### config.mk
export PLATFORM = sky130hd
export DESIGN_NAME = swe_evaluator
export DESIGN_NICKNAME = d
export VERILOG_FILES = /design/src/design/swe_pkg.sv /design/src/design/swe_evaluator.sv
export SDC_FILE = /design/constraint.sdc
export NUM_CORES = 1
export LEC_CHECK = 0
export BUFFER_PORTS_ARGS = -buffer_cell sky130_fd_sc_hd__buf_2
export CAP_MARGIN = 20
export CORE_ASPECT_RATIO = 0.5
export CORE_MARGIN = 10
export CORE_UTILIZATION = 50
export DETAILED_ROUTE_END_ITERATION = 10
export GPL_ROUTABILITY_DRIVEN = 1
export PLACE_DENSITY = 0.71
export SYNTH_ARGS = -nofsm -noshare
export SYNTH_HDL_FRONTEND = slang
export SYNTH_SLANG_ARGS = --single-unit
### constraint.sdc
create_clock -name clk_sys -period 2.01 [get_ports clk_sys]
set_input_delay 0.402 -clock clk_sys [delete_from_list [all_inputs] [get_ports clk_sys]]
set_output_delay 0.402 -clock clk_sys [all_outputs]
set_load 0.005 [all_outputs]
### src/design/swe_pkg.sv
// Constants and types for the switching output evaluator
//
// Overview of operation
// - Output mode selects threshold, window, hysteresis, reflector or deactivated.
// - Threshold mode switches at the first threshold, second one ignored.
// - Window mode is active while distance lies between both thresholds.
// - Hysteresis mode sets at first threshold, clears past the second or on a lost echo.
// - Reflector mode activates when distance is short of the reference band.
// - Reflector mode also activates beyond the band or with no echo.
// - Reflector mode uses only the first threshold as reflector distance.
// - Deactivated output stops evaluating and holds its last state.
// - Polarity changes still flip the held output while deactivated.
// - Polarity normally-open or normally-closed decides the output level.
// - Both thresholds are readable, writable millimetre distances within range.
// - Thresholds are swapped internally when the first lies farther away.
// - Band half-width applies both ways, from 1 mm to half range end.
// - Outside hysteresis mode, switching hysteresis is 1, 2 or 5 percent, min 1 mm.
package swe_pkg;
    localparam int DIST_W = 16;
    localparam logic [DIST_W-1:0] ADJ_END_MM = 16'h01f4;
    localparam logic [DIST_W-1:0] ADJ_BEG_MM = 16'h0000;
    localparam logic [DIST_W-1:0] BAND_MIN_MM = 16'h0001;
    localparam logic [DIST_W-1:0] HYS_MIN_MM = 16'h0001;
    localparam logic [7:0] HYS_LOW_PCT = 8'h01;
    localparam logic [7:0] HYS_MED_PCT = 8'h02;
    localparam logic [7:0] HYS_HIGH_PCT = 8'h05;
    localparam logic [7:0] PCT_DIV = 8'h64;

    typedef enum logic [2:0] {
        SWE_MODE_POINT  = 3'b000,
        SWE_MODE_WINDOW = 3'b001,
        SWE_MODE_HYST   = 3'b010,
        SWE_MODE_REFL   = 3'b011,
        SWE_MODE_OFF    = 3'b100
    } swe_mode_t;

    typedef enum logic [1:0] {
        SWE_HYS_LOW  = 2'b00,
        SWE_HYS_MED  = 2'b01,
        SWE_HYS_HIGH = 2'b10
    } swe_hys_t;
endpackage

### src/design/swe_evaluator.sv
// Switching output evaluator core
`timescale 1ns/1ps
`default_nettype none
module swe_evaluator
    import swe_pkg::*;
(
    // Clock and reset
    input  wire logic              clk_sys,
    input  wire logic              nrst,
    // Configuration
    input  wire logic [2:0]        cfg_mode,
    input  wire logic              cfg_nc,
    input  wire logic [1:0]        cfg_hys,
    input  wire logic [DIST_W-1:0] cfg_sp1_wdata,
    input  wire logic              cfg_sp1_we,
    input  wire logic [DIST_W-1:0] cfg_sp2_wdata,
    input  wire logic              cfg_sp2_we,
    input  wire logic [DIST_W-1:0] cfg_band_wdata,
    input  wire logic              cfg_band_we,
    // Readback
    output logic [DIST_W-1:0]      sp1_rdata,
    output logic [DIST_W-1:0]      sp2_rdata,
    output logic [DIST_W-1:0]      band_rdata,
    // Measurement
    input  wire logic              meas_valid,
    input  wire logic              meas_echo,
    input  wire logic [DIST_W-1:0] meas_dist,
    // Switching output
    output logic                   sw_out,
    output logic                   sw_active
);
    // ***********************************************
    // Reset release
    // ***********************************************
    logic rst_s1_r, rst_n_r;
    always_ff @(posedge clk_sys or negedge nrst) begin
        if (!nrst) begin
            rst_s1_r <= 1'b0;
            rst_n_r  <= 1'b0;
        end else begin
            rst_s1_r <= 1'b1;
            rst_n_r  <= rst_s1_r;
        end
    end

    // ***********************************************
    // State
    // ***********************************************
    typedef struct packed {
        logic [DIST_W-1:0] sp1;
        logic [DIST_W-1:0] sp2;
        logic [DIST_W-1:0] band;
        logic              act;
    } swe_state_t;

    swe_state_t st_r, st_nxt;

    function automatic logic [DIST_W-1:0] clamp_rng(input logic [DIST_W-1:0] v,
                                                    input logic [DIST_W-1:0] lo,
                                                    input logic [DIST_W-1:0] hi);
        clamp_rng = (v < lo) ? lo : ((v > hi) ? hi : v);
    endfunction

    logic [DIST_W-1:0] near_t, far_t, hys_mm, lo_b, hi_b;
    logic [DIST_W+7:0] hys_prod;
    logic [7:0]        hys_pct;
    logic [DIST_W:0]   hi_sum;
    logic              eval;

    always_comb begin
        // Swap so near_t is always the closer threshold
        near_t = (st_r.sp1 > st_r.sp2) ? st_r.sp2 : st_r.sp1;
        far_t  = (st_r.sp1 > st_r.sp2) ? st_r.sp1 : st_r.sp2;
        unique case (cfg_hys)
            SWE_HYS_MED:  hys_pct = HYS_MED_PCT;
            SWE_HYS_HIGH: hys_pct = HYS_HIGH_PCT;
            default:      hys_pct = HYS_LOW_PCT;
        endcase
        hys_prod = meas_dist * hys_pct;
        hys_mm = DIST_W'(hys_prod / PCT_DIV);
        if (hys_mm < HYS_MIN_MM) hys_mm = HYS_MIN_MM;
        // Reflector band from first threshold only
        lo_b   = (st_r.sp1 > st_r.band) ? st_r.sp1 - st_r.band : ADJ_BEG_MM;
        hi_sum = {1'b0, st_r.sp1} + {1'b0, st_r.band};
        hi_b   = hi_sum[DIST_W] ? {DIST_W{1'b1}} : hi_sum[DIST_W-1:0];

        st_nxt = st_r;
        eval   = st_r.act;
        if (cfg_sp1_we) st_nxt.sp1 = clamp_rng(cfg_sp1_wdata, ADJ_BEG_MM, ADJ_END_MM);
        if (cfg_sp2_we) st_nxt.sp2 = clamp_rng(cfg_sp2_wdata, ADJ_BEG_MM, ADJ_END_MM);
        if (cfg_band_we)
            st_nxt.band = clamp_rng(cfg_band_wdata, BAND_MIN_MM, ADJ_END_MM >> 1);
        // Hysteresis holds the threshold and window states near each edge to avoid chatter; reflector mode widens its band while active
        if (meas_valid) begin
            unique case (cfg_mode)
                SWE_MODE_POINT:
                    eval = st_r.act ? (meas_dist <= st_r.sp1 + hys_mm)
                                    : (meas_dist <= st_r.sp1);
                SWE_MODE_WINDOW:
                    eval = st_r.act ? (meas_dist + hys_mm >= near_t && meas_dist <= far_t + hys_mm)
                                    : (meas_dist >= near_t && meas_dist <= far_t);
                SWE_MODE_HYST: begin
                    if (meas_dist <= near_t) eval = 1'b1;
                    else if (meas_dist > far_t) eval = 1'b0;
                end
                SWE_MODE_REFL:
                    eval = !meas_echo || (st_r.act ? !(meas_dist + hys_mm >= lo_b && meas_dist <= hi_b + hys_mm)
                                                   : (meas_dist < lo_b || meas_dist > hi_b));
                default: eval = st_r.act;
            endcase
            // Spare mode codes count as deactivated, so they must hold too
            if (!meas_echo && (cfg_mode == SWE_MODE_POINT || cfg_mode == SWE_MODE_WINDOW
                               || cfg_mode == SWE_MODE_HYST))
                eval = 1'b0;
        end
        st_nxt.act = eval;
    end

    always_ff @(posedge clk_sys or negedge rst_n_r) begin
        if (!rst_n_r) begin
            st_r <= '{sp1: ADJ_BEG_MM, sp2: ADJ_END_MM, band: BAND_MIN_MM, act: 1'b0};
        end else begin
            st_r <= st_nxt;
        end
    end

    // ***********************************************
    // Outputs
    // ***********************************************
    assign sp1_rdata  = st_r.sp1;
    assign sp2_rdata  = st_r.sp2;
    assign band_rdata = st_r.band;
    assign sw_active  = st_r.act;
    // Polarity is live even when frozen, giving the manual flip
    assign sw_out     = st_r.act ^ cfg_nc;
endmodule
`default_nettype wire

; Yosys cells after proc, flatten, opt, wreduce, memory -nomap -nowiden
; Cells that the tools add are included.
[totals]
regBits = 51
input_bits = 77
wordCells = 74
[classes]
add_sub_neg = 6
mul = 1
n_div = 1
n_lt_le_gt_ge = 21
eq_ne = 6
n_mux = 19
n_bitwise = 1
reduce_logical = 13
[op_table]
columns = op, n
row1 = 2-to-1 mux 16 bit, 11
row2 = <= comparator 16 bit, 6
row3 = adder 16 bit, 4
row4 = > comparator 16 bit, 4
row5 = "< comparator 16 x 1 -> 1 bit, second input constant", 4
row6 = >= comparator 16 bit, 3
row7 = "> comparator 16 x 9 -> 1 bit, second input constant", 2
row8 = "divider 24 x 7 -> 24 bit, second input constant", 1
row9 = multiplier 16 x 8 -> 24 bit, 1
row10 = adder 16 x 16 -> 17 bit, 1
row11 = "> comparator 16 x 8 -> 1 bit, second input constant", 1
row12 = < comparator 16 bit, 1
row13 = subtractor 16 bit, 1
row14 = "== test 3 x 2 -> 1 bit, second input constant", 2
row15 = 2-to-1 mux 1 bit, 6
row16 = case mux 3 bit (2 select lines), 1
row17 = nonzero test 5 bit, 1
row18 = logical AND 1 bit, 4
row19 = logical OR 1 bit, 4
row20 = "!= test 4 x 3 -> 1 bit, second input constant", 1
row21 = case mux 1 bit (4 select lines), 1
row22 = "== test 3 x 1 -> 1 bit, second input constant", 1
row23 = logical NOT 3 bit, 1
row24 = AND reduction 3 bit, 1
row25 = other kinds (4), 5

; Logic depth before layout (Yosys ltp)
[depth]
ltp_word = 14
depth_mapped = 81

; Least setup slack after synthesis
; No wires, ideal clock.
[synth_path]
path_type = input -> register
from = input port cfg_hys[0]
to = register st_r (netlist bit sw_active)
setup_time_ns = 0.083
arrival_ns = 13.880
t_required_ns = 1.927
slack_ns = -11.953
cell_stages = 76
path_cell_list = nor2b_1 > clkbuf_1 > nand2_1 > fa_1 > inv_1 > fa_1 > a21o_1 > a311o_1 > a211oi_2 > xnor2_1 > buf_2 > nand2_1 > a211oi_1 > nor3_2 > and2_1 > a21o_1 > buf_6 > or3_1 > [... 40 more ...] > nor2b_1 > o21ai_0 > nand2b_1 > a21oi_1 > nor2b_1 > o21ai_0 > nand2b_1 > a21oi_1 > a21oi_1 > nand2_1 > o21ai_0 > a21oi_1 > nand2_1 > o21ai_0 > nand2_1 > o21ai_0 > o21ai_0 > o21ai_0
[synth_between]
elab_chain_cells = 14
word_cells_on_any_way = 25
[synth_rtl]
columns = element, line_no
row1 = start: declaration, swe_evaluator.sv:13  ; input wire logic [1:0] cfg_hys,
row2 = == test 2 bit or == test 2 x 1 -> 1 bit (tied branches), swe_evaluator.sv:74  ; unique case (cfg_hys)
row3 = case mux 3 bit (2 select lines) *, swe_evaluator.sv:74
row4 = multiplier 16 x 8 -> 24 bit *, swe_evaluator.sv:79  ; hys_prod = meas_dist * hys_pct;
row5 = divider 24 x 7 -> 24 bit *, swe_evaluator.sv:80  ; hys_mm = DIST_W'(hys_prod / PCT_DIV);
row6 = < comparator 16 x 1 -> 1 bit, swe_evaluator.sv:81  ; if (hys_mm < HYS_MIN_MM) hys_mm = HYS_MIN_MM;
row7 = 2-to-1 mux 16 bit *, swe_evaluator.sv:81
row8 = adder 16 bit (on tied branches), "swe_evaluator.sv:100, swe_evaluator.sv:107"
row9 = >= comparator 16 bit or <= comparator 16 bit (tied branches), swe_evaluator.sv:107  ; eval = !meas_echo || (st_r.act ? !(meas_dist + hys_mm >= lo_b && meas_dist <= hi_b + hys_mm)
row10 = logical AND 1 bit, swe_evaluator.sv:107
row11 = logical NOT 1 bit, swe_evaluator.sv:107
row12 = 2-to-1 mux 1 bit, swe_evaluator.sv:107
row13 = logical OR 1 bit, swe_evaluator.sv:107
row14 = case mux 1 bit (4 select lines) *, swe_evaluator.sv:95  ; unique case (cfg_mode)
row15 = 2-to-1 mux 1 bit *, swe_evaluator.sv:112  ; if (!meas_echo && (cfg_mode == SWE_MODE_POINT || cfg_mode == SWE_MODE_WINDOW
row16 = end signal: assignment, swe_evaluator.sv:121  ; st_r <= '{sp1: ADJ_BEG_MM, sp2: ADJ_END_MM, band: BAND_MIN_MM, act: 1'b0};
row17 = end signal: assignment, swe_evaluator.sv:123  ; st_r <= st_nxt;
row18 = end: declaration, swe_evaluator.sv:56  ; swe_state_t st_r, st_nxt;
; Every way passes the cells marked *; elsewhere a longest branch is shown, timed or not.
; A chain may end at the register's enable or synchronous reset.

; Worst setup path in the final report
[layout_path]
from = input port cfg_hys[1]
to = register st_r (netlist bit sw_active)
; The elaborated chain is that of the path after synthesis.

==> impl_metrics.env <==
export IMPL_min_path_type="flop to async pin"
export IMPL_overflow=0
export IMPL_layout_drive_gt1_share=0.3689
export IMPL_synthAdderAreaFrac=0.2778
export IMPL_dieArea_um2=35590
export IMPL_cts_buffer_depth=2
export IMPL_drtIter0Drc=1033
export IMPL_slew_violations=0
export IMPL_synth_edf_count=0
export IMPL_grt_pass1_vias=15960
export IMPL_wire_per_inst_um=16.93
export IMPL_start_util=0.5077
export IMPL_num_io_pins=127
export IMPL_critPathLaunch="cfg_hys[1]"
export IMPL_synthXorXnorAreaFrac=0.08742
export IMPL_cts_sinks=51
export IMPL_drt_total_wl_um=48770
export IMPL_hpwl_um=40770
export IMPL_critPathMaxFanout=10
export IMPL_fin_crit_sh=6.597
export IMPL_coreArea_um2=27650
export IMPL_clk_pin_slew_worst_paths_ns=0.07
export IMPL_grt_pass1_wl_um=77890
export IMPL_outcome="finished with violations"
export IMPL_areaGrowthSynthToFinish_pct=44.74
export IMPL_synth_cell_type_count=109
export IMPL_ant_nets=0
export IMPL_row_count=43
export IMPL_fin_skew_ns=0.008035
export IMPL_cpMostUsedCell="buf_4"
export IMPL_final_common_cell="buf_4"
export IMPL_ys_seq_elements=51
export IMPL_antenna_cells=0
export IMPL_synthTopCellsByArea="ha_1, dfrtp_1, xnor2_1, a21oi_1, o21ai_0"
export IMPL_cap_violations=0
export IMPL_layout_common_cells="buf_4, ha_1, nand2_1"
export IMPL_antenna_found_initial=0
export IMPL_synth_flop_cell="dfrtp_1"
export IMPL_synthCells=1814
export IMPL_numCtsBuffers=5
export IMPL_drt_pass1_iter_count=5
export IMPL_viasPerCell=5.620
export IMPL_slowest_delay_ns=0.54
export IMPL_clk_latency_ns=0.31
export IMPL_endpoint_kind="flop"
export IMPL_fp_dieW_um=257.0
export IMPL_crit_reg2reg_launch="sp1_rdata[0]"
export IMPL_htreeDepth=2
export IMPL_syn_area_per_cell_um2=7.740
export IMPL_violations="negative setup slack"
export IMPL_yosysWarningCount=0
export IMPL_yosys_area_top_type="ha_1"
export IMPL_worst_slack_ns=-11.25
export IMPL_root_buffer="clkbuf_16"
export IMPL_synth_mux_area_frac=0.02736
export IMPL_synth_top_area_frac=0.2433
export IMPL_async_flop_share=1.000
export IMPL_synth_area_um2=14040
export IMPL_synth_nets=2181
export IMPL_grt_total_usage=0.2596
export IMPL_critPathTopFamily="compound AO/OA/AOI/OAI gates"
export IMPL_die_h_um=138.5
export IMPL_critPathRequiredTime_ns=2.24
export IMPL_fin_crit_ns=13.26
export IMPL_yosysSeqAreaShare=0.09152
export IMPL_cpMaxStageDelayCell="fa_1"
export IMPL_place_congestion=0.9630
export IMPL_preCtsSetupSlack_ns=-11.71
export IMPL_synth_compound_area_share=0.2618
export IMPL_worstMarginPinSlew_ns=0.7425
export IMPL_timing_fmax_mhz=75.41
export IMPL_finalSetupViolCount=1
export IMPL_synth_top_family_by_area="adder cells"
export IMPL_fin_nets=2865
export IMPL_critPathKind="primary input to flop"
export IMPL_yosys_area_share_simple=0.1983
export IMPL_cts_tree="built"
export IMPL_num_vias=16190
export IMPL_drc=0
export IMPL_path_buf_inv=13
export IMPL_worstSetupStartpointType="primary input"
export IMPL_slew_headroom=0.4922
export IMPL_hold_violations=0
export IMPL_rsz0062_at_grt="yes"
export IMPL_io_buffer_count=126
export IMPL_grt_max_degree=31
export IMPL_setup_tns_ns=-11.25
export IMPL_crit_arrival_ns=13.49
cells by family (layout without fill, tap and decap cells):
family	count (synthesis)	in the layout
AO/OA/AOI/OAI	543	543
XOR/XNOR	135	135
adder cells (fa/ha/maj)	304	304
buffers and inverters	194	879
flip-flops	51	51
multiplexers	34	34
other	1	1
AND/OR/NAND/NOR	552	552
what timing repair did:
| action | 4_1_cts | 5_1_grt |
|---|---|---|
| resized for setup | 51 | 64 |
| endpoints found under the hold margin | 2 | 0 |
| buffers inserted | 9 | 12 |
| pin swaps | 36 | 49 |
| endpoints found under the setup margin | 1 | 1 |
| cloned | 0 | 0 |
| hold buffers | 1 | 0 |
layer usage:
metal / GRT usage / up-vias / routed length [um]
met5: 0 / - / 0
met4: 0.07464 / 0 / 1302
met3: 0.03597 / 93 / 3543
met2: 0.4413 / 526 / 22720
met1: 0.3360 / 7629 / 21200
li1: - / 7943 / -
path summary, 6_finish.rpt:
kind                       slack (ns)              to  depth (start not counted)
setup reg to reg                -5.45       sw_active                         60
setup / recovery               -11.25       sw_active                         79
hold / removal                   0.25  band_rdata[12]                          0
max in group asynchronous        1.15    sp2_rdata[6]                          1
hold reg to reg                  0.25  band_rdata[12]                          0
min in group clk_sys             0.28    sp2_rdata[2]                          3
cell type report:
cell class,instances,area [um^2]
Fill cell,2107,7331
Sequential cell,51,1286
Tap cell,382,478.0
Inverter,140,530.5
Clock inverter,2,16.27
Timing Repair Buffer,731,5238
Multi-Input combinational cell,1569,12640
Clock buffer,6,138.9
flip-flops by register name, summed over array words and instances (netlist names):
name / flops
band_rdata: 16
sp1_rdata: 16
sp2_rdata: 16
rst_n_r: 1
rst_s1_r: 1
sw_active: 1
metrics by stage:
stage	area, um^2	instances	hold WS, ns	util
6_report	20320	2881	0.2483	0.7349
5_1_grt	20320	2881	0.3010	0.7349
4_1_cts	19910	2869	0.2699	0.7201
3_5_place_dp	19420	2851	0.1902	0.7023
3_3_place_gp	19420	2851	0.1874	0.7023
2_1_floorplan	14190	1814	0.1064	-
synth_stat cells (7+ instances only):
cell and instances:
o31ai_1 8, a21oi_1 140, o21bai_1 23, inv_1 136, o22a_1 11, nand2b_1 43, dfstp_2 7, nor3_1 19
xnor2_1 87, dfrtp_1 44, nand2_1 153, xor2_1 42, nor2b_1 42, o21ai_1 18, nand4_1 41, a21o_1 63
nor2_1 135, clkbuf_1 32, a31oi_1 11, buf_2 18, o21a_1 10, fa_1 17, o211ai_1 17, or3_1 8
and2_1 18, o21ai_0 118, mux2i_1 26, nor4_1 17, nand3_1 30, maj3_1 10, and3_1 7, ha_1 273
a211oi_1 16
Power is not shown: default switching activity piles up to over one toggle a cycle in this logic, so the estimate is an artifact.
